### src/rtl/alu_ops_defines.vh
`ifndef ALU_OPS_DEFINES_VH
`define ALU_OPS_DEFINES_VH
`define OP_NONE 3'h0
`define OP_ROTATE_RIGHT 3'h1
`define OP_LITERAL_MINUS_ACC 3'h2
`define OP_FILE_MINUS_ACC 3'h3
`define OP_FILE_MINUS_ACC_BORROW 3'h4
`define OP_NIBBLE_EXCHANGE 3'h5
`define OP_SLEEP 3'h6
`define DEST_ACC 1'b0
`define DEST_FILE 1'b1
`define ACC_RESET 8'h00
`define FLAG_RESET 1'b0
`define EXPIRY_RESET 1'b1
`define SLEEP_ENTERED_RESET 1'b1
`define FILE_ADDR_RESET 7'h00
`define FILE_DATA_RESET 8'h00
`define HALF_BORROW_TAP 4
`define CARRY_TAP 8
`define WATCHDOG_RESET 16'h0000
`define PRESCALER_RESET 8'h00
`define WATCHDOG_WIDTH 16
`define PRESCALER_WIDTH 8
`endif

### src/rtl/alu_ops.v
`timescale 1ns/1ps
`include "alu_ops_defines.vh"
module alu_ops #(
  parameter WD_WIDTH = `WATCHDOG_WIDTH,
  parameter PS_WIDTH = `PRESCALER_WIDTH
) (
  input wire clk,
  input wire resetn,
  input wire op_valid,
  input wire [2:0] op_code,
  input wire dest_sel,
  input wire [6:0] file_addr,
  input wire [7:0] file_data,
  input wire [7:0] literal,
  input wire wd_clear,
  output reg [7:0] acc_q,
  output reg carry_flag_q,
  output reg half_borrow_flag_q,
  output reg zero_flag_q,
  output reg expiry_flag_q,
  output reg sleep_entered_flag_q,
  output reg file_we_q,
  output reg [6:0] file_waddr_q,
  output reg [7:0] file_wdata_q,
  output reg [WD_WIDTH-1:0] watchdog_counter_q,
  output reg [PS_WIDTH-1:0] prescaler_q
);

  // Decoded operation strobes; the idle and reserved codes decode to none of them.
  reg is_rotate;
  reg is_lit_sub;
  reg is_file_sub;
  reg is_borrow_sub;
  reg is_swap;
  reg is_sleep;
  reg is_sub;
  reg is_file_op;
  reg alu_op;
  wire take_alu;
  wire take_sleep;

  // Subtractor operands and the per-bit borrow chain.
  reg [7:0] minuend;
  reg [7:0] subtrahend;
  reg borrow_in;
  wire [8:0] borrow_chain;
  wire [7:0] diff;
  wire half_borrow_out;
  wire borrow_out;

  // Result selection and write steering.
  reg [7:0] result;
  reg to_acc;
  reg to_file;

  // Next values of the architectural registers.
  reg [7:0] acc_d;
  reg carry_flag_d;
  reg half_borrow_flag_d;
  reg zero_flag_d;
  reg expiry_flag_d;
  reg sleep_entered_flag_d;
  reg file_we_d;
  reg [6:0] file_waddr_d;
  reg [7:0] file_wdata_d;

  // Watchdog divider: the prescaler wrap is a one-cycle enable for the counter.
  reg [PS_WIDTH-1:0] prescaler_d;
  reg [WD_WIDTH-1:0] watchdog_counter_d;
  wire wd_tick;

  genvar bit_idx;

  always @* begin
    is_rotate = 1'b0;
    is_lit_sub = 1'b0;
    is_file_sub = 1'b0;
    is_borrow_sub = 1'b0;
    is_swap = 1'b0;
    is_sleep = 1'b0;
    case (op_code)
      `OP_ROTATE_RIGHT: begin
        is_rotate = 1'b1;
      end
      `OP_LITERAL_MINUS_ACC: begin
        is_lit_sub = 1'b1;
      end
      `OP_FILE_MINUS_ACC: begin
        is_file_sub = 1'b1;
      end
      `OP_FILE_MINUS_ACC_BORROW: begin
        is_borrow_sub = 1'b1;
      end
      `OP_NIBBLE_EXCHANGE: begin
        is_swap = 1'b1;
      end
      `OP_SLEEP: begin
        is_sleep = 1'b1;
      end
      default: begin
        is_sleep = 1'b0;
      end
    endcase
    is_sub = is_lit_sub | is_file_sub | is_borrow_sub;
    is_file_op = is_rotate | is_file_sub | is_borrow_sub | is_swap;
    alu_op = is_sub | is_file_op;
  end

  // Codes 0 and 7 take neither path and leave the accumulator, flags and write address and data alone; the watchdog divider still counts.
  assign take_alu = op_valid & alu_op;
  assign take_sleep = op_valid & is_sleep;

  always @* begin
    minuend = file_data;
    subtrahend = acc_q;
    borrow_in = 1'b0;
    if (is_lit_sub) begin
      minuend = literal;
    end
    if (is_borrow_sub) begin
      // The file register stays the minuend: file minus accumulator minus borrow.
      borrow_in = ~carry_flag_q;
    end
  end

  // Full subtractor per bit; a borrow out of bit 3 or bit 7 clears the matching flag.
  assign borrow_chain[0] = borrow_in;
  generate
    for (bit_idx = 0; bit_idx < 8; bit_idx = bit_idx + 1) begin : g_sub_bit
      assign diff[bit_idx] = minuend[bit_idx] ^ subtrahend[bit_idx] ^ borrow_chain[bit_idx];
      assign borrow_chain[bit_idx + 1] = (~minuend[bit_idx] & subtrahend[bit_idx]) |
        (~(minuend[bit_idx] ^ subtrahend[bit_idx]) & borrow_chain[bit_idx]);
    end
  endgenerate
  assign half_borrow_out = borrow_chain[`HALF_BORROW_TAP];
  assign borrow_out = borrow_chain[`CARRY_TAP];

  always @* begin
    result = file_data;
    case (op_code)
      `OP_ROTATE_RIGHT: begin
        result = {carry_flag_q, file_data[7:1]};
      end
      `OP_LITERAL_MINUS_ACC: begin
        result = diff;
      end
      `OP_FILE_MINUS_ACC: begin
        result = diff;
      end
      `OP_FILE_MINUS_ACC_BORROW: begin
        result = diff;
      end
      `OP_NIBBLE_EXCHANGE: begin
        result = {file_data[3:0], file_data[7:4]};
      end
      default: begin
        result = file_data;
      end
    endcase
  end

  // The literal subtract has no file operand, so it always lands in the accumulator.
  always @* begin
    to_acc = 1'b0;
    to_file = 1'b0;
    if (take_alu) begin
      if (!is_file_op) begin
        to_acc = 1'b1;
      end else if (dest_sel == `DEST_ACC) begin
        to_acc = 1'b1;
      end else begin
        to_file = 1'b1;
      end
    end
  end

  always @* begin
    acc_d = acc_q;
    if (to_acc) begin
      acc_d = result;
    end
  end

  // The write port holds its last address and data between writes.
  always @* begin
    file_we_d = to_file;
    file_waddr_d = file_waddr_q;
    file_wdata_d = file_wdata_q;
    if (to_file) begin
      file_waddr_d = file_addr;
      file_wdata_d = result;
    end
  end

  // Rotate touches only the carry; nibble exchange touches no flag at all.
  always @* begin
    carry_flag_d = carry_flag_q;
    half_borrow_flag_d = half_borrow_flag_q;
    zero_flag_d = zero_flag_q;
    if (take_alu && is_rotate) begin
      carry_flag_d = file_data[0];
    end
    if (take_alu && is_sub) begin
      carry_flag_d = ~borrow_out;
      half_borrow_flag_d = ~half_borrow_out;
      zero_flag_d = (diff == 8'h00);
    end
  end

  always @* begin
    expiry_flag_d = expiry_flag_q;
    sleep_entered_flag_d = sleep_entered_flag_q;
    if (take_sleep) begin
      sleep_entered_flag_d = 1'b0;
      expiry_flag_d = 1'b1;
    end
  end

  assign wd_tick = &prescaler_q;

  // Low-power entry outranks a clear request arriving in the same cycle.
  always @* begin
    prescaler_d = prescaler_q + {{(PS_WIDTH-1){1'b0}}, 1'b1};
    watchdog_counter_d = watchdog_counter_q;
    if (wd_tick) begin
      watchdog_counter_d = watchdog_counter_q + {{(WD_WIDTH-1){1'b0}}, 1'b1};
    end
    if (take_sleep) begin
      prescaler_d = {PS_WIDTH{1'b0}};
      watchdog_counter_d = {WD_WIDTH{1'b0}};
    end else if (wd_clear) begin
      prescaler_d = {PS_WIDTH{1'b0}};
      watchdog_counter_d = {WD_WIDTH{1'b0}};
    end
  end

  // State registers, each with its own asynchronous reset to a constant.
  always @(posedge clk or negedge resetn) begin
    if (!resetn) begin
      acc_q <= `ACC_RESET;
    end else begin
      acc_q <= acc_d;
    end
  end

  always @(posedge clk or negedge resetn) begin
    if (!resetn) begin
      carry_flag_q <= `FLAG_RESET;
    end else begin
      carry_flag_q <= carry_flag_d;
    end
  end

  always @(posedge clk or negedge resetn) begin
    if (!resetn) begin
      half_borrow_flag_q <= `FLAG_RESET;
    end else begin
      half_borrow_flag_q <= half_borrow_flag_d;
    end
  end

  always @(posedge clk or negedge resetn) begin
    if (!resetn) begin
      zero_flag_q <= `FLAG_RESET;
    end else begin
      zero_flag_q <= zero_flag_d;
    end
  end

  always @(posedge clk or negedge resetn) begin
    if (!resetn) begin
      expiry_flag_q <= `EXPIRY_RESET;
    end else begin
      expiry_flag_q <= expiry_flag_d;
    end
  end

  always @(posedge clk or negedge resetn) begin
    if (!resetn) begin
      sleep_entered_flag_q <= `SLEEP_ENTERED_RESET;
    end else begin
      sleep_entered_flag_q <= sleep_entered_flag_d;
    end
  end

  always @(posedge clk or negedge resetn) begin
    if (!resetn) begin
      file_we_q <= 1'b0;
    end else begin
      file_we_q <= file_we_d;
    end
  end

  always @(posedge clk or negedge resetn) begin
    if (!resetn) begin
      file_waddr_q <= `FILE_ADDR_RESET;
      file_wdata_q <= `FILE_DATA_RESET;
    end else begin
      file_waddr_q <= file_waddr_d;
      file_wdata_q <= file_wdata_d;
    end
  end

  always @(posedge clk or negedge resetn) begin
    if (!resetn) begin
      prescaler_q <= {PS_WIDTH{1'b0}};
      watchdog_counter_q <= {WD_WIDTH{1'b0}};
    end else begin
      prescaler_q <= prescaler_d;
      watchdog_counter_q <= watchdog_counter_d;
    end
  end

endmodule

### config.mk
export PLATFORM = sky130hd
export DESIGN_NAME = alu_ops
export DESIGN_NICKNAME = d
export VERILOG_FILES = /design/src/rtl/alu_ops.v
export VERILOG_INCLUDE_DIRS = /design/src /design/src/rtl
export SDC_FILE = /design/constraint.sdc
export NUM_CORES = 1
export LEC_CHECK = 0
export ABC_CLOCK_PERIOD_IN_PS = 4130
export BUFFER_PORTS_ARGS = -buffer_cell sky130_fd_sc_hd__buf_4
export CORE_ASPECT_RATIO = 0.5
export CORE_MARGIN = 5
export CORE_UTILIZATION = 36
export CTS_BUF_LIST = sky130_fd_sc_hd__clkbuf_8
export DETAILED_ROUTE_END_ITERATION = 10
export PLACE_DENSITY = 0.56
export SYNTH_ARGS = -nofsm -noshare
export SYNTH_HDL_FRONTEND = slang
export SYNTH_SLANG_ARGS = --single-unit
### constraint.sdc
create_clock -name clk -period 4.13 [get_ports clk]
set_input_delay 0.6195 -clock clk [delete_from_list [all_inputs] [get_ports clk]]
set_output_delay 0.6195 -clock clk [all_outputs]
set_load 0.02 [all_outputs]
==> results of run 1 <==
==> routing by layer <==
metal  GRT usage [%]  part of all wire (%)  vias to the layer above
met2            27.3                    51                       58
met1            19.5                    42                     1289
li1                -                     -                     1218
met5               0                     0                        -
met3            3.36                   5.1                       11
met4            4.51                   1.7                        0
==> critical path, stage by stage <==
cell	delay [ps]
buf_8	100
nor2_4	110
and2_4	160
mux2i_2	70
fa_2	340
fa_2	350
fa_2	350
inv_2	60
fa_2	200
fa_2	190
fa_2	190
inv_2	30
fa_2	340
fa_1	590
nand2b_1	70
o211ai_1	100
o221ai_1	160
mux2_2	280
==> through the flow <==
stage | setup TNS [ps] | instance area (sq um) | power [mW] | hold slack [ps] | utilization (%)
floorplan | -616 | 3090 | 1.13 | 324 | -
detailed placement | -1070 | 3840 | 1.45 | 433 | 47.4
CTS | 0 | 3940 | 1.77 | 353 | 48.6
global placement | -545 | 3840 | 1.43 | 430 | 47.4
finish | 0 | 3980 | 1.78 | 327 | 49.1
global route | -223 | 3980 | 1.89 | 376 | 49.1
==> report_power, final <==
| part | switching [mW] | total, mW | internal, mW |
|---|---|---|---|
| combinational | 0.395 | 0.790 | 0.395 |
| sequential | 0.0747 | 0.675 | 0.600 |
| clock | 0.177 | 0.314 | 0.137 |
==> path summary, 6_finish.rpt <==
path / startpoint / end / slack, ps / depth (start not counted)
min: resetn / prescaler_q[0] / 330 / 1
max reg2reg: carry_flag_q / file_wdata_q[7] / 200 / 15
min in group clk: sleep_entered_flag_q / sleep_entered_flag_q / 450 / 2
min reg2reg: sleep_entered_flag_q / sleep_entered_flag_q / 450 / 2
max in group asynchronous: resetn / carry_flag_q / 3330 / 1
max: op_code[0] / file_wdata_q[7] / 5 / 18
==> state kept, by name (all words and copies together) (netlist names) <==
signal,cells
acc_q,8
carry_flag_q,1
file_waddr_q,7
file_wdata_q,8
file_we_q,1
half_borrow_flag_q,1
prescaler_q,8
sleep_entered_flag_q,1
watchdog_counter_q,16
zero_flag_q,1
==> repair_timing <==
item	CTS	global route
setup endpoints to repair	0	2
buffers inserted	0	3
resized for setup	0	6
==> cell type report <==
type	count	area [sq um]	area share [%]
multi-input cells	213	1670	42.0
flip-flops and latches	52	1300	32.7
repair buffers	96	732	18.4
well taps	112	140	3.52
clock buffers	6	82.6	2.07
inverters	11	41.3	1.04
clock inverters	2	13.8	0.345
==> cell usage in the layout (no fill, tap or decap), types with 7 or more instances in the layout <==
cell | netlist | layout
a21oi_1 | 15 | 15
buf_4 | 1 | 94
dfrtp_1 | 51 | 51
fa_2 | 0 | 7
inv_1 | 11 | 9
mux2_2 | 27 | 26
mux2i_1 | 14 | 13
nand2_1 | 18 | 18
nand2b_1 | 7 | 7
nand3_1 | 9 | 9
nor2_1 | 22 | 21
o21ai_0 | 17 | 17
xnor2_1 | 11 | 11
==> cell families after synthesis <==
kind of cell,after synthesis
buffers and inverters,26
AND/OR/NAND/NOR,95
AO/OA/AOI/OAI,51
multiplexers,43
XOR/XNOR,13
other,1
flip-flops,52
adder cells (fa/ha/maj),10
==> impl_results.md, run 1 <==
* Outcome: complete, no violations
* Crit-path max FO at 4
* Worst-skew pair later-pin latency at 310 ps
* Cell variety after synth at 47
* Mean number of vias per cell at between 5 and 6
* Placement Setup Slack at -340 ps
* Highest ir drop seen on vdd at 150 uV
* Core Footprint at 0.00812 sq mm
* Most instantiated flip-flop cell in the synthesis netlist: dfrtp_1
* Grt total ovfl at 0
* Synth top area share at 42.0%
* Largest net degree at the start of global routing at 53
* All-Layer GR Usage at 15.4%
* Dominant cell type by area after synthesis: dfrtp_1
* Share of synthesized cell area in and, or, nand and nor gates at 17.4%
* Leading cell types by count after synthesis: 51 x dfrtp_1, 27 x mux2_2, 22 x nor2_1, 18 x nand2_1, 17 x o21ai_0
* Crit. End Element: register
* Post-DP HPWL at between 6000 and 7000 um
* Required time at the endpoint of the critical path at 4330 ps
* Final Hold Vio Count at 0
* Layout net count at 420
* Initial antenna violation count at 0
* Boundary Pins at 84
* Residual antenna-violating net count after detailed routing at 0
* Average cell area after synthesis at 10.4 sq um
* Headroom to the max-slew limit at 54.0%
* Clock input transition at the sequential cells of the worst setup and hold paths at roughly 100 ps
* Number of hold buffers added after cts at 0
* Wire length of the first global-routing pass at 12900 um
* Arrival time at the worst endpoint at 4330 ps
* Placer's final routability congestion estimate at 0.822
* Buffer type at the clock tree root: clkbuf_8
* Reported max-cap violation count at 0
* Class of the most critical setup path: primary input to register
* Largest family of logic cells by synthesized area: simple AND/OR/NAND/NOR gates
* Multiplexer area fraction after synthesis at between 10% and 20%
* 1st-iter DRT viols at 147
* Final setup margin at ~5.4 ps
* Fraction of registers with async set/reset at 100%
* Xor/xnor cell area share of the yosys netlist at 3.75%
* Die W at approximately 140 um
* Sequential-to-total area share from yosys stat at 42.9%
* Time the final worst path needs with I/O delays and setup at 4120 ps
* Number of flops mapped to enable cells by yosys at 0
* Share of synthesized cell area in full adder, half adder and majority cells at 6.09%
* Detailed-route via count at approximately 2600
* CTS tree: built
* Netlist Area Pre-Place at approximately 0.0030 sq mm
* Routed WL per cell at 16.6 um
* Number of levels in the clock H-tree at 2
* Total nets after synthesis at between 300 and 400
* Number of global-route vias before repair at approximately 2500
* Height of the die at approximately 75 um
* Maximum clock path buffer count at 2
* Number of max-slew violations in the final report at 0
* Final cycle utilization of the critical path at 99.9%
* Largest clock skew in the final design at ~3.6 ps
* Syn Inst Count at 291
* Pre-Repair DR Iteration Count at 4
* Effective utilization at floorplan at 37.4%
* Highest attainable clock frequency at 242 MHz
* Total of fill cells in the finished design at between 700 and 800
* Number of buffers inserted by port buffering at 82
* Static leakage at 1.77 nW
* Total power density per cell area at around 450 mW/mm^2
* Final setup viols at 0
* Layout overhead on the synthesized area at 31.1%
* Number of sinks on the clock net at 52
* Fraction of final layout cells sized beyond drive strength 1 at 40.0%
* Kind of path behind the tightest hold check: primary input to asynchronous set/reset pin
* Most used standard cell by instance count after synthesis: dfrtp_1
* Synth Area in Compound Gates at 10.2%
* Yosys reg bits at 52
* Final cell count without fillers at about 500
* Measured slew at the worst slew-check pin at around 690 ps
* FP Rows at 23
* Sum of routed wire length over all layers at 8150 um
* Synth warnings at 0
* DRC errors left at 0
* Total CTS buffers at 5
* Cell types with the largest area share after synthesis: dfrtp_1 42%, mux2_2 10%, fa_1 5.3%, mux2i_1 4.6%, xnor2_1 3.2%
* Overall die area at 0.0105 sq mm
* Total placed cells including tap cells at about 480
* Setup repair after global routing missed its margin: yes
* Diode insertion count for antenna repair at 0
* Launching element type of the critical path: primary input
No activity file was read; power rests on OpenSTA's default activity.
==> run 2: changes to the inputs <==
--- a/config.mk
+++ b/config.mk
@@ -8,7 +8,7 @@
 export LEC_CHECK = 0
 export ABC_CLOCK_PERIOD_IN_PS = 4130
 export BUFFER_PORTS_ARGS = -buffer_cell sky130_fd_sc_hd__buf_4
-export CORE_ASPECT_RATIO = 0.5
+export CORE_ASPECT_RATIO = 0.75
 export CORE_MARGIN = 5
 export CORE_UTILIZATION = 36
 export CTS_BUF_LIST = sky130_fd_sc_hd__clkbuf_8
==> impl_results.md, run 2 (same netlist as run 1, synthesis figures left out) <==
* Static leakage at around 1.8 nW
* Largest Register: watchdog_counter_q
* Placer's final routability congestion estimate at 0.914
* Kind of cell with the highest combined delay on the critical path: adder cells
* Kind of path behind the tightest hold check: primary input to asynchronous set/reset pin
* Capture point of the worst path: acc_q[7]
* Overall die area at 0.0104 sq mm
* Detailed-route via count at around 2500
* Worst-case reg-to-reg path depth at 15
* Initial antenna violation count at 0
* Setup repair after global routing missed its margin: yes
* Most frequent cells in the layout: 94 x buf_4, 51 x dfrtp_1, 25 x mux2_2
* Maximum cell stage delay along the critical path at 560 ps
* Total area of multi-input combinational cells at 0.00168 sq mm
* Number of sinks on the clock net at 52
* Number of global-route vias before repair at 2473
* Sum of routed wire length over all layers at between 8000 and 9000 um
* Power Total at about 1.8 mW
* Worst Hold Slack at around 330 ps
* Flop2flop setup slack at 240 ps
* Layout overhead on the synthesized area at 31.9%
* Logic depth of the worst path, buffers included at 18
* Number of levels in the clock H-tree at 2
* Core Footprint at 0.00835 sq mm
* Critical-path cell list: buf_8 > nor2_4 > and2_4 > mux2i_2 > fa_2 > fa_2 > fa_2 > inv_2 > fa_2 > fa_2 > fa_2 > inv_2 > fa_2 > fa_1 > nand2b_1 > o211ai_1 > o221ai_2 > mux2_4
* Uppermost signal routing layer after detailed routing: met4
* Utilization after layout at 48.1%
* Layout net count at 420
* Routed length on met2 at 3640 um
* Fraction of final layout cells sized beyond drive strength 1 at 40.3%
* Final Hold Vio Count at 0
* Routed WL per cell at 16.7 um
* Reported max-cap violation count at 0
* Largest clock skew in the final design at around 8.4 ps
* Largest register FFs at 16
* Worst-skew pair later-pin latency at 300 ps
* Leading cell type in the layout, fill and taps excluded: buf_4
* Timing startpoint of the critical path: op_code[0]
* Post-DP HPWL at 6170 um
* Time the final worst path needs with I/O delays and setup at between 4000 and 5000 ps
* WL met3 at 513 um
* 1st-iter DRT viols at 171
* All-Layer GR Usage at 15.9%
* Diode insertion count for antenna repair at 0
* Post-route cell area at between 0.004 and 0.005 sq mm
* Height of the die at 89.6 um
* Highest attainable clock frequency at approximately 250 MHz
* Wire length of the first global-routing pass at around 13000 um
* DRC errors left at 0
* Required time at the endpoint of the critical path at roughly 4300 ps
* Detailed-route wire length on metal 1 at 3950 um
* Clock input transition at the sequential cells of the worst setup and hold paths at 100 ps
* Total CTS buffers at 5
* Headroom to the max-slew limit at 55.6%
* Mean number of vias per cell at ~5.2
* Total negative setup slack at 0 ps
* Boundary Pins at 84
* Number of hold buffers added after cts at 0
* Area occupied by registers at 0.00130 sq mm
* Highest ir drop seen on vdd at ~260 uV
* FP Rows at 29
* Total power density per cell area at between 400 and 500 mW/mm^2
* Grt total ovfl at 0
* Effective utilization at floorplan at between 30% and 40%
* Final setup viols at 0
* Maximum clock path buffer count at 2
* RR Endpoint: acc_q[7]
* Number of buffers inserted by port buffering at 82
* Pre-Repair DR Iteration Count at 4
* Measured slew at the worst slew-check pin at 666 ps
* Standard cell with the maximum stage delay on the critical path: fa_1
* Final cycle utilization of the critical path at 98.8%
* Outcome: complete, no violations
* Placement-stage cell area at 0.00385 sq mm
* Total of fill cells in the finished design at 819
* Critical path buffers and inverters at 3
* Arrival time at the worst endpoint at 4280 ps
* Crit. End Element: register
* Class of the most critical setup path: primary input to register
* Largest net degree at the start of global routing at 53
* Residual antenna-violating net count after detailed routing at 0
* Crit-path max FO at 3
* Die W at 116 um
* Critical path's most frequent cell: fa_2
* Launch instance of the worst register-to-register path: carry_flag_q
* Buffer type at the clock tree root: clkbuf_8
* CTS tree: built
* Number of max-slew violations in the final report at 0
* Launching element type of the critical path: primary input
## run 2: final cells by class
class	count	area share [%]
Inverter	11	1.03
Clock inverter	3	1.06
Clock buffer	5	1.72
Tap cell	108	3.37
Multi-Input combinational cell	213	42.0
Timing Repair Buffer	96	18.3
Sequential cell	52	32.5
## run 2: per-stage QoR
| stage | setup WS, ps | instances |
|---|---|---|
| final | 50.6 | 488 |
| after global routing | -38.7 | 488 |
| after CTS | 37.2 | 486 |
| after detailed placement | -294 | 478 |
| after global placement | -199 | 478 |
| after floorplan | -269 | 291 |
## run 2: metal layers
| layer | vias to the layer above | track usage [%] |
|---|---|---|
| met3 | 2 | 4.22 |
| met5 | - | 0 |
| met1 | 1253 | 23.3 |
| met4 | 0 | 2.53 |
| li1 | 1223 | - |
| met2 | 62 | 24.4 |
## run 2: what timing repair did
action,CTS,global route
endpoints found under the setup margin,0,3
resized for setup,0,10
buffers inserted,0,2
## run 2: worst min path at each step
stage                         start                    to  slack (ps)  cells past startpoint
2_1_floorplan                resetn              acc_q[0]         320                      0
3_3_place_gp   sleep_entered_flag_q  sleep_entered_flag_q         430                      2
3_5_place_dp   sleep_entered_flag_q  sleep_entered_flag_q         430                      2
4_1_cts                      resetn       file_waddr_q[1]         370                      1
5_1_grt                      resetn       file_waddr_q[5]         400                      1
6_report                     resetn       file_waddr_q[1]         330                      1
## run 2: report_power, final
| part | total (mW) | internal, mW | switching [mW] |
|---|---|---|---|
| clock | 0.356 | 0.181 | 0.175 |
| combinational | 0.789 | 0.386 | 0.403 |
| sequential | 0.680 | 0.600 | 0.0803 |
==> run 3: changes to the inputs <==
--- a/config.mk
+++ b/config.mk
@@ -12,8 +12,11 @@
 export CORE_MARGIN = 5
 export CORE_UTILIZATION = 36
 export CTS_BUF_LIST = sky130_fd_sc_hd__clkbuf_8
+export CTS_CLUSTER_SIZE = 25
 export DETAILED_ROUTE_END_ITERATION = 10
+export GPL_TIMING_DRIVEN = 0
 export PLACE_DENSITY = 0.56
+export REMOVE_ABC_BUFFERS = 1
 export SYNTH_ARGS = -nofsm -noshare
 export SYNTH_HDL_FRONTEND = slang
 export SYNTH_SLANG_ARGS = --single-unit
==> impl_results.md, run 3 (same netlist as run 1, synthesis figures left out) <==
* Setup repair after global routing missed its margin: yes
* Sum of routed wire length over all layers at 8440 um
* Critical-path cell list: buf_16 > and2_4 > mux2i_4 > fa_2 > fa_2 > fa_2 > inv_2 > fa_2 > fa_2 > fa_2 > inv_2 > fa_2 > fa_1 > nand2b_1 > o211ai_1 > o221ai_2 > mux2_4
* Core Footprint at around 0.0083 sq mm
* Most frequent cells in the layout: 92 x buf_4, 51 x dfrtp_1, 25 x mux2_2
* Final setup viols at 0
* Busiest layer in global routing: met2
* Highest attainable clock frequency at between 200 and 250 MHz
* Critical path's most frequent cell: fa_2
* Post-route cell area at between 0.004 and 0.005 sq mm
* Launching element type of the critical path: primary input
* Worst Hold Slack at 333 ps
* Time the final worst path needs with I/O delays and setup at approximately 4000 ps
* Total of fill cells in the finished design at roughly 800
* Routed WL per cell at 17.2 um
* Kind of path behind the tightest hold check: primary input to asynchronous set/reset pin
* Required time at the endpoint of the critical path at 4340 ps
* Largest register FFs at 16
* Reported max-cap violation count at 0
* Wire length of the first global-routing pass at 13400 um
* Standard cell with the maximum stage delay on the critical path: fa_1
* Clk network pwr share at 17.8%
* FP Rows at 29
* Gate power share at 44.8%
* Crit. End Element: register
* Residual antenna-violating net count after detailed routing at 0
* Crit-path max FO at 6
* Final Hold Vio Count at 0
* Class of the most critical setup path: primary input to register
* Number of max-slew violations in the final report at 0
* GR met2 Demand/Resource at 25.9%
* Detailed-route via count at 2534
* Effective utilization at floorplan at 36.4%
* Grt total ovfl at 0
* Total CTS buffers at 5
* Placer's final routability congestion estimate at about 0.8
* Switching portion of total power at 36.5%
* Headroom to the max-slew limit at 33.5%
* 1st-iter DRT viols at ~100
* Part of the total power dissipated in sequential elements at 37.4%
* Number of sinks on the clock net at 52
* CTS tree: built
* Met1 usage in global routing at 23.5%
* Largest net degree at the start of global routing at 53
* Critical path buffers and inverters at 3
* Psw at around 0.65 mW
* Static leakage at between 1.5 and 2 nW
* Highest ir drop seen on vdd at 231 uV
* Height of the die at 89.6 um
* Outcome: complete, no violations
* Fraction of final layout cells sized beyond drive strength 1 at around 41%
* Kind of cell with the highest combined delay on the critical path: adder cells
* Total power density per cell area at 433 mW/mm^2
* Post-DP HPWL at 5780 um
* Layout net count at 422
* Number of hold buffers added after cts at 0
* Number of levels in the clock H-tree at 2
* Die W at 116 um
* Met3 Use GR at 3.62%
* Placement-stage cell area at 0.00373 sq mm
* Measured slew at the worst slew-check pin at 996 ps
* Number of global-route vias before repair at approximately 2500
* Leading cell type in the layout, fill and taps excluded: buf_4
* Final cycle utilization of the critical path at 99.5%
* Clock input transition at the sequential cells of the worst setup and hold paths at 110 ps
* Worst-skew pair later-pin latency at 310 ps
* Maximum cell stage delay along the critical path at 540 ps
* Overall die area at 0.0104 sq mm
* DRC errors left at 0
* All-Layer GR Usage at ~16%
* Arrival time at the worst endpoint at 4320 ps
* Boundary Pins at 84
* Mean number of vias per cell at between 5 and 6
* Diode insertion count for antenna repair at 0
* Layout overhead on the synthesized area at 36.0%
* Initial antenna violation count at 0
* Maximum clock path buffer count at 2
* Pre-Repair DR Iteration Count at 4
* Number of buffers inserted by port buffering at 82
* Largest clock skew in the final design at 12.3 ps
* Buffer type at the clock tree root: clkbuf_8
* Largest Register: watchdog_counter_q
* Cell Int Power at 1.14 mW
==> run 3: final cells by class <==
| class | count | area [sq um] | share of cell area [%] |
|---|---|---|---|
| clock buffers | 6 | 82.6 | 2.00 |
| repair buffers | 98 | 856 | 20.7 |
| well taps | 108 | 135 | 3.27 |
| clock inverters | 2 | 11.3 | 0.272 |
| flip-flops and latches | 52 | 1300 | 31.5 |
| multi-input cells | 213 | 1710 | 41.3 |
| inverters | 11 | 41.3 | 0.999 |
==> run 3: per-stage QoR <==
| step | power, mW | setup TNS (ps) | worst slack (ps) | cells | util [%] |
|---|---|---|---|---|---|
| after detailed placement | 1.40 | -11450 | -1390 | 466 | 44.7 |
| after CTS | 1.78 | -114 | -58.5 | 483 | 48.3 |
| after global placement | 1.38 | -10430 | -1320 | 466 | 44.6 |
| after global routing | 1.91 | -210 | -79.5 | 490 | 49.5 |
| after floorplan | 1.10 | -2270 | -524 | 276 | - |
| final | 1.79 | 0 | 19.1 | 490 | 49.5 |
==> run 3: repair_timing <==
action	CTS	global route
pin swaps	4	5
cloned	2	1
gates resized for setup	27	7
setup buffers	7	6
setup endpoints to repair	10	3
==> run 3: worst paths after layout <==
path                                 startpoint                     end  slack [ps]  cells past startpoint
max in group asynchronous                resetn                acc_q[2]        3330                      1
setup / recovery                     op_code[1]                acc_q[7]          20                     17
setup reg to reg                   carry_flag_q                acc_q[7]         270                     15
hold reg to reg            sleep_entered_flag_q    sleep_entered_flag_q         450                      2
min in group clk           sleep_entered_flag_q    sleep_entered_flag_q         450                      2
hold / removal                           resetn  watchdog_counter_q[13]         330                      1
==> run 3: power groups by stage <==
stage               combinational (mW)  sequential, mW  clock, mW
floorplan                        0.314           0.784          0
global placement                 0.709           0.674          0
detailed placement               0.721           0.678          0
CTS                              0.779           0.669      0.330
global route                     0.874           0.687      0.350
finish                           0.802           0.670      0.319
==> run 3: routing by layer <==
layer,wire length [um],vias to the layer above
met2,3780,60
met1,4150,1225
li1,-,1244
met5,0,-
met3,450,5
met4,59,0
